`config.mk`:
```
export PLATFORM = sky130hd
export DESIGN_NAME = vga_monitor_detect_hpd
export DESIGN_NICKNAME = d
export VERILOG_FILES = /design/src/include/vga_detect_pkg.sv /design/src/verilog/vga_monitor_detect_hpd.sv /design/src/verilog/load_sense_filter.sv
export SDC_FILE = /design/constraint.sdc
export NUM_CORES = 1
export LEC_CHECK = 0
export BUFFER_PORTS_ARGS = -buffer_cell sky130_fd_sc_hd__buf_2
export CORE_MARGIN = 8
export CORE_UTILIZATION = 49
export DETAILED_ROUTE_END_ITERATION = 8
export PLACE_DENSITY_LB_ADDON = 0.1
export REMOVE_ABC_BUFFERS = 1
export SYNTH_ARGS = -nofsm -noshare
export SYNTH_HDL_FRONTEND = slang
export SYNTH_SLANG_ARGS = --single-unit
```
`constraint.sdc`:
```
create_clock -name ref_clk -period 1.64 [get_ports ref_clk]
set_input_delay 0 -clock ref_clk [delete_from_list [all_inputs] [get_ports ref_clk]]
set_output_delay 0 -clock ref_clk [all_outputs]
set_load 0.05 [all_outputs]
```
`src/include/vga_detect_pkg.sv`:
```
package vga_detect_pkg;

    // --------------------
    // Register map (8-bit registers on a 20-bit address port)
    // --------------------
    localparam int unsigned ADDR_W           = 20;
    localparam int unsigned DATA_W           = 8;
    localparam logic [19:0] SINK_COUNT_ADDR  = 20'h00200;
    localparam logic [19:0] SINK_STATUS_ADDR = 20'h00204;
    localparam logic [19:0] STATUS_ADDR      = 20'h00210;
    localparam logic [19:0] CONTROL_ADDR     = 20'h00214;

    // Field positions
    localparam int unsigned SINK_COUNT_BIT   = 0;
    localparam int unsigned PORT_CHANGE_BIT  = 6;
    localparam int unsigned STAT_HPD_BIT     = 0;
    localparam int unsigned STAT_STRAP_BIT   = 1;
    localparam int unsigned STAT_CONN_BIT    = 2;
    localparam int unsigned STAT_DDC_BIT     = 3;
    localparam int unsigned STAT_RUN_BIT     = 4;
    localparam int unsigned CTRL_BLANK_BIT   = 0;

    // Reset values
    localparam logic [7:0]  CONTROL_RESET    = 8'h00;
    localparam logic [7:0]  SINK_RESET       = 8'h00;

    // --------------------
    // Timing
    // --------------------
    localparam int unsigned CLK_PERIOD_PS    = 25000;
    localparam int unsigned IRQ_PULSE_US     = 750;
    localparam int unsigned IRQ_PULSE_CYCLES = IRQ_PULSE_US * 1000000 / CLK_PERIOD_PS;
    localparam int unsigned INIT_TIME_US     = 1000;
    localparam int unsigned INIT_CYCLES      = INIT_TIME_US * 1000000 / CLK_PERIOD_PS;
    localparam int unsigned DDC_RATE_KHZ     = 100;
    localparam int unsigned DDC_QUARTER      = (1000000000 / DDC_RATE_KHZ) / CLK_PERIOD_PS / 4;
    localparam int unsigned STABLE_MEAS      = 2;

    // DDC transaction steps: start, 8 address bits, ack, 8 data bits, ack, stop
    localparam logic [4:0]  STEP_START       = 5'h00;
    localparam logic [4:0]  STEP_ADDR_ACK    = 5'h09;
    localparam logic [4:0]  STEP_DATA_ACK    = 5'h12;
    localparam logic [4:0]  STEP_STOP        = 5'h13;

    // Power-up sequence, Gray coded
    typedef enum logic [1:0] {
        ST_RESET = 2'b00,
        ST_INIT  = 2'b01,
        ST_SYNC  = 2'b11,
        ST_RUN   = 2'b10
    } init_state_t;

endpackage

```
`src/verilog/vga_monitor_detect_hpd.sv`:
```
// Our own choices: the register offsets and strobed register access.
`timescale 1ns/1ps

// Overview of operation
// - Sense load only in vertical blanking
// - Low load means connected, high disconnected
// - Connect updates sink byte 00200h; 00204h only with strap low
// - HPD interrupt only after 00200h updated
// - Policy strap sampled after initialization
// - Strap low: HPD high regardless of monitor
// - Strap high: HPD high only with monitor
// - Strap low: init low, tally, then high
// - Strap low: change sets tally, flag, pulse
// - Strap high: HPD low until monitor seen
// - Strap high: disconnect drives HPD low
// - Translate AUX I2C requests onto DDC
// - EDID bytes passed through unchanged
// - No checking of incoming video timing
// - Before link: syncs low, colours blanked
// - HPD low throughout initialization
// - Initialization disables colours, syncs low
// - Built-in reset then initialization sequence
// - Own timing and 8-bit DAC values
module vga_monitor_detect_hpd #(
    parameter int unsigned INIT_CYCLES = vga_detect_pkg::INIT_CYCLES,
    parameter int unsigned IRQ_CYCLES  = vga_detect_pkg::IRQ_PULSE_CYCLES,
    parameter int unsigned DDC_QUARTER = vga_detect_pkg::DDC_QUARTER
) (
    input  wire logic        ref_clk,
    input  wire logic        reset_n,
    input  wire logic [19:0] reg_addr,
    input  wire logic [7:0]  reg_wdata,
    input  wire logic        reg_wr,
    input  wire logic        reg_rd,
    output logic      [7:0]  reg_rdata,
    input  wire logic        hpd_policy_strap,
    input  wire logic        load_sense_low,
    input  wire logic        link_up,
    input  wire logic [7:0]  vid_red,
    input  wire logic [7:0]  vid_grn,
    input  wire logic [7:0]  vid_blu,
    input  wire logic        vid_hsync,
    input  wire logic        vid_vsync,
    input  wire logic        vid_hblank,
    input  wire logic        vid_vblank,
    output logic      [7:0]  dac_red,
    output logic      [7:0]  dac_grn,
    output logic      [7:0]  dac_blu,
    output logic             dac_enable,
    output logic             hsync_out,
    output logic             vsync_out,
    output logic             hpd,
    input  wire logic        aux_req_valid,
    input  wire logic        aux_req_read,
    input  wire logic [6:0]  aux_req_addr,
    input  wire logic [7:0]  aux_req_data,
    output logic             aux_defer,
    output logic             aux_rsp_valid,
    output logic      [7:0]  aux_rsp_data,
    output logic             aux_rsp_nack,
    input  wire logic        ddc_scl_i,
    output logic             ddc_scl_o,
    output logic             ddc_scl_oe,
    input  wire logic        ddc_sda_i,
    output logic             ddc_sda_o,
    output logic             ddc_sda_oe
);
    localparam int unsigned INIT_W = $clog2(INIT_CYCLES + 1);
    localparam int unsigned IRQ_W  = $clog2(IRQ_CYCLES + 1);
    localparam int unsigned DIV_W  = $clog2(DDC_QUARTER + 1);
    localparam logic [INIT_W-1:0] INIT_LAST = INIT_W'(INIT_CYCLES - 1);
    localparam logic [IRQ_W-1:0]  IRQ_LEN   = IRQ_W'(IRQ_CYCLES);
    localparam logic [DIV_W-1:0]  DIV_LAST  = DIV_W'(DDC_QUARTER - 1);

    // --------------------
    // Monitor presence
    // --------------------
    logic sense_connected;
    logic sense_change;

    load_sense_filter #(
        .STABLE_MEAS    (vga_detect_pkg::STABLE_MEAS)
    ) u_sense (
        .ref_clk        (ref_clk),
        .reset_n        (reset_n),
        .vblank         (vid_vblank),
        .hblank         (vid_hblank),
        .sense_low_load (load_sense_low),
        .connected      (sense_connected),
        .change         (sense_change)
    );

    // --------------------
    // Power-up sequence
    // --------------------
    vga_detect_pkg::init_state_t state_reg;
    vga_detect_pkg::init_state_t state_next;
    logic [INIT_W-1:0]           init_cnt_reg;
    logic                        strap_reg;
    wire                         running;

    assign running = (state_reg == vga_detect_pkg::ST_RUN);

    // Steps through reset and initialization with no outside help
    always_comb
    begin
        state_next = state_reg;
        case (state_reg)
            vga_detect_pkg::ST_RESET: state_next = vga_detect_pkg::ST_INIT;
            vga_detect_pkg::ST_INIT:
                if (init_cnt_reg == INIT_LAST)
                    state_next = vga_detect_pkg::ST_SYNC;
            vga_detect_pkg::ST_SYNC:  state_next = vga_detect_pkg::ST_RUN;
            vga_detect_pkg::ST_RUN:   state_next = vga_detect_pkg::ST_RUN;
            default:                  state_next = vga_detect_pkg::ST_RESET;
        endcase
    end

    // Sequence state and init timer
    always_ff @(posedge ref_clk or negedge reset_n)
    begin
        if (!reset_n)
        begin
            state_reg    <= vga_detect_pkg::ST_RESET;
            init_cnt_reg <= '0;
        end
        else
        begin
            state_reg <= state_next;
            if (state_reg == vga_detect_pkg::ST_INIT)
                init_cnt_reg <= init_cnt_reg + 1'b1;
        end
    end

    // Strap caught by the clock once initialization ends, not by reset
    always_ff @(posedge ref_clk or negedge reset_n)
    begin
        if (!reset_n)
            strap_reg <= 1'b0;
        else if (state_reg == vga_detect_pkg::ST_SYNC)
            strap_reg <= hpd_policy_strap;
    end

    // --------------------
    // Sink status bytes and hot-plug signalling
    // --------------------
    logic             sink_count_reg;
    logic             port_change_reg;
    logic             irq_req_reg;
    logic [IRQ_W-1:0] irq_cnt_reg;
    logic             hpd_reg;
    logic [7:0]       control_reg;
    wire              sink_update;
    wire              change_set;
    wire              change_clear;
    wire              irq_active;
    wire              hpd_next;

    // Tally loads at the end of init and on every filtered change
    assign sink_update  = (state_reg == vga_detect_pkg::ST_SYNC) | (running & sense_change);
    assign change_set   = running & sense_change & ~strap_reg;
    assign change_clear = reg_wr & (reg_addr == vga_detect_pkg::SINK_STATUS_ADDR)
                          & reg_wdata[vga_detect_pkg::PORT_CHANGE_BIT];
    assign irq_active   = (irq_cnt_reg != '0);
    // Low strap: high whatever the tally; high strap: follows the tally
    assign hpd_next     = running & ~irq_active
                          & (strap_reg ? sink_count_reg : 1'b1);

    // Status bytes; a change in the clearing cycle keeps the flag set
    always_ff @(posedge ref_clk or negedge reset_n)
    begin
        if (!reset_n)
        begin
            sink_count_reg  <= 1'b0;
            port_change_reg <= 1'b0;
        end
        else
        begin
            if (sink_update)
                sink_count_reg <= sense_connected;
            if (change_set)
                port_change_reg <= 1'b1;
            else if (change_clear)
                port_change_reg <= 1'b0;
        end
    end

    // Pulse starts the cycle after the tally byte has moved
    always_ff @(posedge ref_clk or negedge reset_n)
    begin
        if (!reset_n)
        begin
            irq_req_reg <= 1'b0;
            irq_cnt_reg <= '0;
            hpd_reg     <= 1'b0;
        end
        else
        begin
            irq_req_reg <= change_set;
            if (irq_req_reg)
                irq_cnt_reg <= IRQ_LEN;
            else if (irq_active)
                irq_cnt_reg <= irq_cnt_reg - 1'b1;
            hpd_reg <= hpd_next;
        end
    end

    assign hpd = hpd_reg;

    // --------------------
    // Video output gating
    // --------------------
    logic [7:0] dac_red_reg;
    logic [7:0] dac_grn_reg;
    logic [7:0] dac_blu_reg;
    logic       dac_enable_reg;
    logic       hsync_reg;
    logic       vsync_reg;
    wire        blank;

    // Timing is forwarded as sent; no mode check is attempted
    assign blank = ~running | ~link_up | control_reg[vga_detect_pkg::CTRL_BLANK_BIT];

    // Colours and syncs held at zero until the link is up
    always_ff @(posedge ref_clk or negedge reset_n)
    begin
        if (!reset_n)
        begin
            dac_red_reg    <= 8'h00;
            dac_grn_reg    <= 8'h00;
            dac_blu_reg    <= 8'h00;
            dac_enable_reg <= 1'b0;
            hsync_reg      <= 1'b0;
            vsync_reg      <= 1'b0;
        end
        else
        begin
            dac_red_reg    <= blank ? 8'h00 : vid_red;
            dac_grn_reg    <= blank ? 8'h00 : vid_grn;
            dac_blu_reg    <= blank ? 8'h00 : vid_blu;
            dac_enable_reg <= ~blank;
            hsync_reg      <= ~blank & vid_hsync;
            vsync_reg      <= ~blank & vid_vsync;
        end
    end

    assign dac_red    = dac_red_reg;
    assign dac_grn    = dac_grn_reg;
    assign dac_blu    = dac_blu_reg;
    assign dac_enable = dac_enable_reg;
    assign hsync_out  = hsync_reg;
    assign vsync_out  = vsync_reg;

    // --------------------
    // DDC bridge: one byte per request, no caching
    // --------------------
    logic             ddc_busy_reg;
    logic [4:0]       step_reg;
    logic [1:0]       qtr_reg;
    logic [DIV_W-1:0] div_reg;
    logic [7:0]       shift_reg;
    logic [7:0]       rx_reg;
    logic             read_reg;
    logic [7:0]       wbyte_reg;
    logic             nack_reg;
    logic             scl_low_reg;
    logic             sda_low_reg;
    logic             rsp_valid_reg;
    wire              tick;
    wire              is_start;
    wire              is_stop;
    wire              is_ack;
    wire              in_data;
    wire              scl_low;
    wire              sda_low;

    assign tick     = ddc_busy_reg & (div_reg == DIV_LAST);
    assign is_start = (step_reg == vga_detect_pkg::STEP_START);
    assign is_stop  = (step_reg == vga_detect_pkg::STEP_STOP);
    assign is_ack   = (step_reg == vga_detect_pkg::STEP_ADDR_ACK)
                      | (step_reg == vga_detect_pkg::STEP_DATA_ACK);
    assign in_data  = (step_reg > vga_detect_pkg::STEP_ADDR_ACK)
                      & (step_reg < vga_detect_pkg::STEP_DATA_ACK);
    // Clock low in first and last quarter of each bit, data set while low
    assign scl_low  = ddc_busy_reg & (is_start ? (qtr_reg == 2'd3) :
                      is_stop ? (qtr_reg == 2'd0) : (qtr_reg == 2'd0) | (qtr_reg == 2'd3));
    // Acks are always released: the master ends every read with a NACK
    assign sda_low  = ddc_busy_reg & (is_start ? qtr_reg[1] :
                      is_stop ? ~qtr_reg[1] : ~is_ack & ~shift_reg[7]);

    // Bit engine of the open-drain DDC master
    always_ff @(posedge ref_clk or negedge reset_n)
    begin
        if (!reset_n)
        begin
            ddc_busy_reg  <= 1'b0;
            step_reg      <= 5'h00;
            qtr_reg       <= 2'd0;
            div_reg       <= '0;
            shift_reg     <= 8'hff;
            rx_reg        <= 8'h00;
            read_reg      <= 1'b0;
            wbyte_reg     <= 8'h00;
            nack_reg      <= 1'b0;
            rsp_valid_reg <= 1'b0;
        end
        else
        begin
            rsp_valid_reg <= 1'b0;
            if (!ddc_busy_reg)
            begin
                if (aux_req_valid)
                begin
                    ddc_busy_reg <= 1'b1;
                    step_reg     <= vga_detect_pkg::STEP_START;
                    qtr_reg      <= 2'd0;
                    div_reg      <= '0;
                    shift_reg    <= {aux_req_addr, aux_req_read};
                    read_reg     <= aux_req_read;
                    wbyte_reg    <= aux_req_data;
                    nack_reg     <= 1'b0;
                end
            end
            else if (tick)
            begin
                div_reg <= '0;
                qtr_reg <= qtr_reg + 2'd1;
                if (qtr_reg == 2'd2)
                begin
                    if (in_data)
                        rx_reg <= {rx_reg[6:0], ddc_sda_i};
                    if (is_ack && !(read_reg && step_reg == vga_detect_pkg::STEP_DATA_ACK))
                        nack_reg <= nack_reg | ddc_sda_i;
                end
                if (qtr_reg == 2'd3)
                begin
                    step_reg <= step_reg + 5'h01;
                    if (step_reg == vga_detect_pkg::STEP_ADDR_ACK)
                        shift_reg <= read_reg ? 8'hff : wbyte_reg;
                    else if (!is_start)
                        shift_reg <= {shift_reg[6:0], 1'b1};
                    if (is_stop)
                    begin
                        ddc_busy_reg  <= 1'b0;
                        rsp_valid_reg <= 1'b1;
                    end
                end
            end
            else
                div_reg <= div_reg + 1'b1;
        end
    end

    // Line drivers registered so the pins never glitch
    always_ff @(posedge ref_clk or negedge reset_n)
    begin
        if (!reset_n)
        begin
            scl_low_reg <= 1'b0;
            sda_low_reg <= 1'b0;
        end
        else
        begin
            scl_low_reg <= scl_low;
            sda_low_reg <= sda_low;
        end
    end

    assign ddc_scl_o     = 1'b0;
    assign ddc_scl_oe    = scl_low_reg;
    assign ddc_sda_o     = 1'b0;
    assign ddc_sda_oe    = sda_low_reg;
    assign aux_defer     = ddc_busy_reg;
    assign aux_rsp_valid = rsp_valid_reg;
    assign aux_rsp_data  = rx_reg;
    assign aux_rsp_nack  = nack_reg;

    // --------------------
    // Register port
    // --------------------
    logic [7:0] rdata_reg;
    logic [7:0] status_value;
    logic [7:0] rd_value;

    assign status_value = {3'b000, running, ddc_busy_reg, sense_connected, strap_reg, hpd_reg};
    // Unmapped addresses read as zero
    assign rd_value =
        (reg_addr == vga_detect_pkg::SINK_COUNT_ADDR)  ? {7'h00, sink_count_reg} :
        (reg_addr == vga_detect_pkg::SINK_STATUS_ADDR) ? {1'b0, port_change_reg, 6'h00} :
        (reg_addr == vga_detect_pkg::STATUS_ADDR)      ? status_value :
        (reg_addr == vga_detect_pkg::CONTROL_ADDR)     ? control_reg : 8'h00;

    // Control write and read data, the latter valid one cycle later
    always_ff @(posedge ref_clk or negedge reset_n)
    begin
        if (!reset_n)
        begin
            control_reg <= vga_detect_pkg::CONTROL_RESET;
            rdata_reg   <= 8'h00;
        end
        else
        begin
            if (reg_wr && reg_addr == vga_detect_pkg::CONTROL_ADDR)
                control_reg <= reg_wdata;
            rdata_reg <= reg_rd ? rd_value : 8'h00;
        end
    end

    assign reg_rdata = rdata_reg;

endmodule

```
`src/verilog/load_sense_filter.sv`:
```
`timescale 1ns/1ps

module load_sense_filter #(
    parameter int unsigned STABLE_MEAS = vga_detect_pkg::STABLE_MEAS
) (
    input  wire logic ref_clk,
    input  wire logic reset_n,
    input  wire logic vblank,
    input  wire logic hblank,
    input  wire logic sense_low_load,
    output logic      connected,
    output logic      change
);
    localparam int unsigned CNT_W = $clog2(STABLE_MEAS + 1);
    localparam logic [CNT_W-1:0] CNT_MAX = CNT_W'(STABLE_MEAS);

    logic             vblank_prev_reg;
    logic             last_reg;
    logic [CNT_W-1:0] run_reg;
    logic [CNT_W-1:0] run_next;
    logic             connected_reg;
    logic             change_reg;
    wire              measure;
    wire              stable;

    // At most one sample per frame, at the start of vertical blanking and only with hblank low
    assign measure  = vblank & ~vblank_prev_reg & ~hblank;
    assign run_next = (sense_low_load == last_reg) ?
                      ((run_reg == CNT_MAX) ? CNT_MAX : run_reg + 1'b1) : CNT_W'(1);
    // Low load (double termination) means a monitor hangs on the cable
    assign stable   = measure && (run_next >= CNT_MAX)
                      && (sense_low_load != connected_reg);

    // Filter state; a single glitchy frame never flips the result
    always_ff @(posedge ref_clk or negedge reset_n)
    begin
        if (!reset_n)
        begin
            vblank_prev_reg <= 1'b0;
            last_reg        <= 1'b0;
            run_reg         <= '0;
            connected_reg   <= 1'b0;
            change_reg      <= 1'b0;
        end
        else
        begin
            vblank_prev_reg <= vblank;
            change_reg      <= stable;
            if (measure)
            begin
                last_reg <= sense_low_load;
                run_reg  <= run_next;
            end
            if (stable)
                connected_reg <= sense_low_load;
        end
    end

    assign connected = connected_reg;
    assign change    = change_reg;

endmodule

```
## Word level (Yosys, flattened, before mapping)

Cells that the tools add are included.

- Bits in registers: 131
- Bits of input ports: 82
- Output and inout port bits: 51
- Logic and storage cells: 169

- Add/sub/neg operators: 6
- Magnitude comparators: 3
- Eq/ne operators: 23
- Mux-type cells: 52
- Bitwise logic cells: 32
- Reductions and logical operators: 20

Operators by type and width:

| cell | number |
|---|---|
| $mux W8 | 15 |
| $eq A20 B10 Y1 const B | 4 |
| $mux W15 | 2 |
| $mux W1 | 21 |
| $mux W7 | 3 |
| $mux W5 | 4 |
| $add A16 B1 Y16 const B | 1 |
| $eq A16 B16 Y1 const B | 1 |
| $and A1 B1 Y1 | 15 |
| $reduce_bool A15 Y1 | 1 |
| $sub A15 B1 Y15 const B | 1 |
| $mux W2 | 6 |
| $reduce_and A4 Y1 | 3 |
| $not A1 Y1 | 11 |
| $eq A2 B2 Y1 const B | 5 |
| $eq A5 B5 Y1 const B | 2 |
| $ne A2 B1 Y1 const B | 4 |
| $add A7 B1 Y7 const B | 1 |
| $eq A7 B7 Y1 const B | 1 |
| $or A1 B1 Y1 | 6 |
| $pmux W2 S3 | 1 |
| $reduce_bool A2 Y1 | 3 |
| $add A5 B1 Y5 const B | 1 |
| $eq A5 B4 Y1 const B | 1 |
| 16 further kinds | 23 |

## Logic depth before layout (Yosys ltp)

Gate-level depths: netlist of run 1.

- Depth in word-level cells: 8
- Mapped depth: 8

## Cells and area by module

Synthesis of run 1 repeated with hierarchy kept, for this count alone.

- Cells, all modules: 529
- Area total of the unflattened synthesis: 5913.2 µm²

By module, submodules not included:

| module | instances | cells an instance | area an instance (µm²) | sequential area each (µm²) |
|---|---|---|---|---|
| vga_monitor_detect_hpd | 1 | 505 | 5626.6 | 3138.0 |
| load_sense_filter | 1 | 24 | 286.5 | 150.1 |

## Least setup slack after synthesis of run 1

OpenSTA, ideal clock, no wires.

- Path kind: reg2reg
- From: register ddc_busy_reg, in the netlist aux_defer
- To: register shift_reg[1]
- Setup time: 0.082 ns
- Arrival: 1.925 ns
- Data required time: 1.558 ns
- Slack: -0.368 ns
- Cell stages (with the launch flop): 6
- Path through: dfrtp_1 clkbuf_1 and4_1 nand2_1 o21bai_2 mux2_2

- Cells in the longest elaborated chain, start to end: 3

Ends and longest elaborated chain:

| element | RTL line | RTL |
|---|---|---|
| start: declaration | vga_monitor_detect_hpd.sv:257 | `logic ddc_busy_reg;` |
| start signal: assignment | vga_monitor_detect_hpd.sv:296 | `ddc_busy_reg <= 1'b0;` |
| start signal: assignment | vga_monitor_detect_hpd.sv:314 | `ddc_busy_reg <= 1'b1;` |
| start signal: assignment | vga_monitor_detect_hpd.sv:344 | `ddc_busy_reg <= 1'b0;` |
| $and A1 B1 Y1 | vga_monitor_detect_hpd.sv:277 | `assign tick = ddc_busy_reg & (div_reg == DIV_LAST);` |
| $ne A2 B1 Y1 (no source line) | n/a |  |
| $reduce_and A4 Y1 (no source line) | n/a |  |
| end signal: assignment | vga_monitor_detect_hpd.sv:318 | `shift_reg <= {aux_req_addr, aux_req_read};` |
| end signal: assignment | vga_monitor_detect_hpd.sv:339 | `shift_reg <= read_reg ? 8'hff : wbyte_reg;` |
| end signal: assignment | vga_monitor_detect_hpd.sv:341 | `shift_reg <= {shift_reg[6:0], 1'b1};` |
| end: declaration | vga_monitor_detect_hpd.sv:261 | `logic [7:0] shift_reg;` |

Several ways; a longest one is shown, not always the timed one.
A chain may end at the register's enable or synchronous reset.

## Final worst setup path of run 1

- From: register irq_cnt_reg[0]
- To: register irq_cnt_reg[11]

- Cells in the longest elaborated chain, start to end: 3

Ends and longest elaborated chain:

| element | RTL line | RTL |
|---|---|---|
| start: declaration | vga_monitor_detect_hpd.sv:150 | `logic [IRQ_W-1:0] irq_cnt_reg;` |
| start signal: assignment | vga_monitor_detect_hpd.sv:203 | `irq_cnt_reg <= irq_cnt_reg - 1'b1;` |
| $sub A15 B1 Y15 | vga_monitor_detect_hpd.sv:203 |  |
| $mux W15 | vga_monitor_detect_hpd.sv:202 | `else if (irq_active)` |
| $mux W15 | vga_monitor_detect_hpd.sv:200 | `if (irq_req_reg)` |

Several ways; a longest one is shown, not always the timed one. The select of a mux whose other input is x is not followed.

==> results.py, run 1 <==
metrics = {
    "critical_path": {
        "required_ns": 1.94,
        "path_class": "flip-flop to flip-flop",
        "path_max_fanout": 3,
        "cp_slowest_cell": "dfrtp_1",
        "cp_cell_sequence": "inv_1 -> ha_2 -> nor3b_4 -> buf_4 -> a2111oi_4 -> mux2_4",
        "worst_setup_path_end_kind": "flip-flop",
        "critPathMaxStageDelay_ns": 0.43,
        "path_buf_inv": 2,
        "arrival_ns": 2.05,
        "crit_path_start_kind": "flip-flop",
        "crit_family": "flip-flops",
    },
    "final_layout": {
        "diodes": 0,
        "largest_reg_flops": 16,
        "final_nets": 853,
        "syn2layout_area_growth_pct": 46.0,
        "layoutNonFillerInstCount": 919,
        "drive_above_1_share_pct": 41.1,
        "fillers": 831,
    },
    "synth": {
        "ys_warn_count": 0,
        "ys_seq_area_share_pct": 56.2,
        "ys.flop_type": "dfrtp_1",
        "async_reset_ff_share_pct": 100,
        "synthTopCellsByCount": "dfrtp_1, mux2_2, and2_1",
        "synth_edf_count": 0,
        "yosysUniqueCellTypes": 62,
        "netlist_top_cells_area": "dfrtp_1, mux2_2, dfstp_2",
        "synth_top_cell_by_area": "dfrtp_1",
        "synth_top_area_share_pct": 52.6,
        "synth.most_common_cell": "dfrtp_1",
        "netlist_instances": 503,
        "ys_ff_latch": 131,
        "syn_area_per_cell_sq_um": 11.6,
        "syn-cell-area_sq_um": 5860,
    },
    "outcome": {
        "status": "finished with violations",
        "violations": "negative setup slack",
    },
    "routing": {
        "wl_um": 15100,
        "drtAntennaViolNets": 0,
        "wl_met2_um": 7660,
        "drt_pre_antenna_iters": 6,
        "drc": 0,
        "wl_met3_um": 981,
        "routed_via_density": 5.24,
        "wl_per_cell_um": 16.4,
        "vias": 4813,
        "routed.top_layer": "met4",
        "m1WireLength_um": 6130,
        "drt_iter0_markers": 248,
    },
    "clock_network": {
        "cts_buffers": 17,
        "cts_max_path_buffers": 2,
        "cts.sinks": 131,
        "clockRootBuffer": "clkbuf_16",
        "cts-htree-levels": 4,
        "cts_tree": "built",
        "clk_latency_ns": 0.42,
        "clkTransAtPathRegs_ns": 0.06,
    },
    "pwr": {
        "combPwrFrac_pct": 21.2,
        "power.leakage_nw": 4.32,
        "power_density_nw_per_um2": 1090,
        "total_power_mw": 9.33,
        "swShare_pct": 27.2,
        "ir_drop_v": 0.000750,
        "p_clk_share_pct": 38.1,
        "p_switching_mw": 2.54,
        "internal_power_mw": 6.79,
        "seq_power_share_pct": 40.7,
    },
    "floorplan": {
        "die_h_um": 125,
        "start_util_pct": 49.4,
        "core-area_sq_um": 11900,
        "die_w_um": 125,
        "fp.dieArea_sq_um": 15700,
        "rows": 40,
        "ios": 133,
    },
    "sta": {
        "slew_headroom_pct": 59.3,
        "setup_viol": 19,
        "min_period_over_period_pct": 106,
        "holdWs_ns": 0.0655,
        "max_freq_mhz": 573,
        "period_needed_ns": 1.74,
        "layout_setup_ws_ns": -0.104,
        "drv_slew": 0,
        "worst_slew_pin_slew_ns": 0.611,
        "skew_ns": 0.00931,
        "hold_violations": 0,
        "grt_setup_unrepaired": "true",
    },
    "global_routing": {
        "grt_max_degree": 48,
        "grt_pass1_wl_um": 24700,
        "grt_remaining_overflow": 0,
        "grt_pass1_vias": 5079,
        "antenna_found_initial": 0,
        "track_usage_pct": 19.7,
    },
    "hold_path": {
        "min_path_type": "input port to flip-flop",
    },
    "placed_design": {
        "place_congestion": 0.821,
        "placedCellCount": 824,
        "place_hpwl_um": 9990,
        "numPortBuffers": 129,
    },
    "job": {
        "max_cap_viol_count": 0,
    },
}
[logic make-up (layout without fill, tap and decap cells)]
group | Yosys count | in the layout | share of synthesized area (%)
AO/OA/AOI/OAI | 64 | 64 | 7.44
XOR/XNOR | 25 | 25 | 3.74
adder cells (fa/ha/maj) | 11 | 11 | 2.35
buffers and inverters | 38 | 306 | 2.63
flip-flops | 131 | 131 | 56.2
multiplexers | 46 | 46 | 8.76
other | 1 | 2 | 0.0640
AND/OR/NAND/NOR | 187 | 187 | 18.9
[per-stage QoR]
step                worst slack [ns]  setup TNS (ns)  instance area, sq um  util, %
CTS                          -0.0425          -0.446                  8320     70.2
floorplan                     -0.677          -20.94                  5780        -
finish                        -0.104           -1.18                  8550     72.1
global placement              -0.161           -1.02                  7120     60.0
detailed placement            -0.174           -2.45                  7120     60.0
global route                  -0.181           -3.46                  8550     72.1
[worst paths after layout]
check                                  from               end  slack [ns]  cells past startpoint
max in group asynchronous           reset_n      shift_reg[2]        0.88                      3
setup reg to reg             irq_cnt_reg[0]   irq_cnt_reg[11]       -0.10                      6
hold / removal              aux_req_addr[3]      shift_reg[4]        0.07                      4
hold reg to reg            init_cnt_reg[12]  init_cnt_reg[12]        0.47                      1
min in group asynchronous           reset_n   aux_rsp_data[2]        0.09                      2
setup / recovery             irq_cnt_reg[0]   irq_cnt_reg[11]       -0.10                      6
[power groups by stage]
stage | logic [mW] | registers (mW) | clock network [mW]
after floorplan | 0.775 | 3.97 | 0
after global placement | 1.63 | 3.82 | 0
after detailed placement | 1.68 | 3.84 | 0
after CTS | 1.83 | 3.79 | 3.63
after global routing | 2.17 | 3.83 | 3.79
final | 1.98 | 3.80 | 3.55
[what timing repair did]
item / CTS / global route
hold buffers: 53 / 0
hold endpoints to repair: 184 / 0
setup buffers: 5 / 5
gates cloned: 0 / 1
gates resized for setup: 20 / 36
setup endpoints to repair: 28 / 37
pin swaps: 6 / 12
[worst min-delay path, cell delays in order]
cell	delay, ns
buf_2	0.09
nor2_1	0.07
a311oi_1	0.05
mux2_4	0.25
[cell type report]
| type | instances | area (sq um) | area share [%] |
|---|---|---|---|
| clock buffers | 20 | 457 | 5.34 |
| clock inverters | 11 | 106 | 1.24 |
| well taps | 147 | 184 | 2.15 |
| flip-flops and latches | 131 | 3290 | 38.5 |
| inverters | 21 | 78.8 | 0.922 |
| multi-input cells | 335 | 2630 | 30.7 |
| repair buffers | 254 | 1810 | 21.2 |
[per-layer routing]
metal  up-vias  global-route usage [%]
li1       2294                       -
met1      2355                    22.0
met2       138                    33.3
met3        26                    7.48
met4         0                    8.09
met5         -                       0
[placed cells by master (no fill, tap or decap), types with 9 or more instances in the layout]
| cell type | count |
|---|---|
| buf_2 | 128 |
| xor2_1 | 9 |
| buf_4 | 63 |
| nor2_1 | 31 |
| xnor2_1 | 16 |
| clkbuf_16 | 18 |
| nand2_1 | 21 |
| and2_1 | 31 |
| o21ai_0 | 14 |
| nand3_1 | 11 |
| inv_1 | 19 |
| nor3_1 | 16 |
| and3_1 | 11 |
| mux2_4 | 11 |
| dlygate4sd3_1 | 53 |
| a21oi_1 | 11 |
| mux2_2 | 31 |
| dfrtp_1 | 123 |
| nand4_1 | 12 |
(Power assumes the default switching activity.)
==> run 2: changes to the inputs <==
Settings changed: CORE_UTILIZATION 49 to 54.
Clock period 1.64 ns to 1.92 ns, I/O delays scaled along.
==> results.py, run 2 (synthesis gave the netlist of run 1 again) <==
metrics = {
    "placed_design": {
        "place_hpwl_um": 9530,
        "place_congestion": 0.860,
        "placedCellCount": 783,
        "numPortBuffers": 129,
        "dp_slack_ns": 0.0361,
    },
    "job": {
        "max_cap_viol_count": 0,
    },
    "final_layout": {
        "final_nets": 830,
        "syn2layout_area_growth_pct": 39.8,
        "layout_commonest_cell": "buf_2",
        "diodes": 0,
        "final_cell_mix": "buf_2, dfrtp_1, dlygate4sd3_1, mux2_2, and2_1",
        "drive_above_1_share_pct": 33.7,
        "multi_input_area_sq_um": 2450,
        "layoutNonFillerInstCount": 890,
        "largest_reg_flops": 16,
        "ff_latch_area_sq_um": 3290,
        "fillers": 688,
    },
    "floorplan": {
        "die_h_um": 120,
        "fp.dieArea_sq_um": 14400,
        "rows": 38,
        "die_w_um": 120,
        "ios": 133,
        "core-area_sq_um": 10700,
        "start_util_pct": 54.7,
    },
    "routing": {
        "drc": 0,
        "wl_um": 15500,
        "drt_pre_antenna_iters": 4,
        "drt_iter0_markers": 286,
        "vias": 4762,
        "drtAntennaViolNets": 0,
        "wl_per_cell_um": 17.5,
        "routed_via_density": 5.35,
    },
    "critical_path": {
        "path_max_fanout": 5,
        "path_class": "flip-flop to flip-flop",
        "reg2regPathDepth": 3,
        "regToRegSetupSlack_ns": 0.06,
        "worst_setup_path_end_kind": "flip-flop",
        "arrival_ns": 2.28,
        "required_ns": 2.33,
        "crit_path_start_kind": "flip-flop",
    },
    "sta": {
        "worst_slew_pin_slew_ns": 0.565,
        "setup_viol": 0,
        "finalSetupTns_ns": 0,
        "min_period_over_period_pct": 97.1,
        "drv_slew": 0,
        "layout_setup_ws_ns": 0.0558,
        "max_freq_mhz": 536,
        "period_needed_ns": 1.86,
        "skew_ns": 0.00735,
        "slew_headroom_pct": 62.3,
        "hold_violations": 0,
        "grt_setup_unrepaired": "true",
    },
    "clock_network": {
        "cts-htree-levels": 4,
        "cts_buffers": 17,
        "cts.sinks": 131,
        "cts_max_path_buffers": 2,
        "clk_latency_ns": 0.53,
        "cts_tree": "built",
        "clkTransAtPathRegs_ns": 0.06,
        "clockRootBuffer": "clkbuf_8",
    },
    "global_routing": {
        "grt_pass1_vias": 5117,
        "antenna_found_initial": 0,
        "grt_max_degree": 44,
        "track_usage_pct": 23.1,
        "grt_pass1_wl_um": 25900,
        "grt_remaining_overflow": 0,
    },
    "pwr": {
        "power_density_nw_per_um2": 932,
        "power.leakage_nw": 4.11,
        "total_power_mw": 7.63,
        "ir_drop_v": 0.000893,
    },
    "outcome": {
        "status": "finished, final reports clean",
    },
    "hold_path": {
        "min_path_type": "input port to async pin",
    },
}
-- run 2: changes by cell type in the layout (fill, tap and decap cells not counted), sizes merged --
cell / delta
buf: -43
dlygate4sd3: +21
clkbuf: -3
inv: +3
-- run 2: layout make-up --
| class | instances | area share (%) |
|---|---|---|
| Timing Repair Buffer | 231 | 20.0 |
| Tap cell | 140 | 2.14 |
| Sequential cell | 131 | 40.2 |
| Clock buffer | 18 | 5.23 |
| Multi-Input combinational cell | 335 | 29.9 |
| Inverter | 21 | 0.963 |
| Clock inverter | 14 | 1.57 |
-- run 2: what timing repair did --
action / in CTS / in global routing
gates resized for setup: 0 / 5
endpoints found under the hold margin: 203 / 0
setup endpoints to repair: 0 / 16
hold buffers: 74 / 0
setup buffers: 0 / 1
-- run 2: path summary, 6_finish.rpt --
| kind | startpoint | to |
|---|---|---|
| worst max-delay path | u_sense.vblank_prev_reg | u_sense.last_reg |
| worst min-delay path | reset_n | aux_rsp_data[6] |
| worst max register to register | u_sense.vblank_prev_reg | u_sense.last_reg |
| worst min register to register | init_cnt_reg[12] | init_cnt_reg[12] |
| max in group asynchronous | reset_n | shift_reg[0] |
| min in group ref_clk | reg_addr[6] | reg_rdata[0] |
-- run 2: stage by stage --
stage,area (sq um),util (%),hold WS (ns)
5_1_grt,8180,76.5,0.0491
4_1_cts,8150,76.2,0.00383
2_1_floorplan,5780,-,-0.296
6_report,8180,76.5,0.00230
3_3_place_gp,6850,64.1,0.0246
3_5_place_dp,6850,64.1,0.0258
-- run 2: power breakdown --
group	leakage [nW]	internal (mW)	switching, mW	total [mW]
clock	0.268	1.76	1.24	3.00
sequential	1.73	3.07	0.247	3.31
combinational	2.11	0.655	0.660	1.32
-- run 2: critical path, stage by stage (launching register included) --
cell and delay, ns:
dfrtp_1 0.40, nor3b_2 0.37, mux2_2 0.39, dlygate4sd3_1 0.57
-- run 2: routing by layer --
layer / up-vias / global-route usage, % / wire length, um
met5: - / 0 / 0
met4: 0 / 9.52 / 427
met3: 31 / 8.31 / 958
met2: 132 / 40.8 / 8350
met1: 2354 / 24.5 / 5800
li1: 2245 / - / -
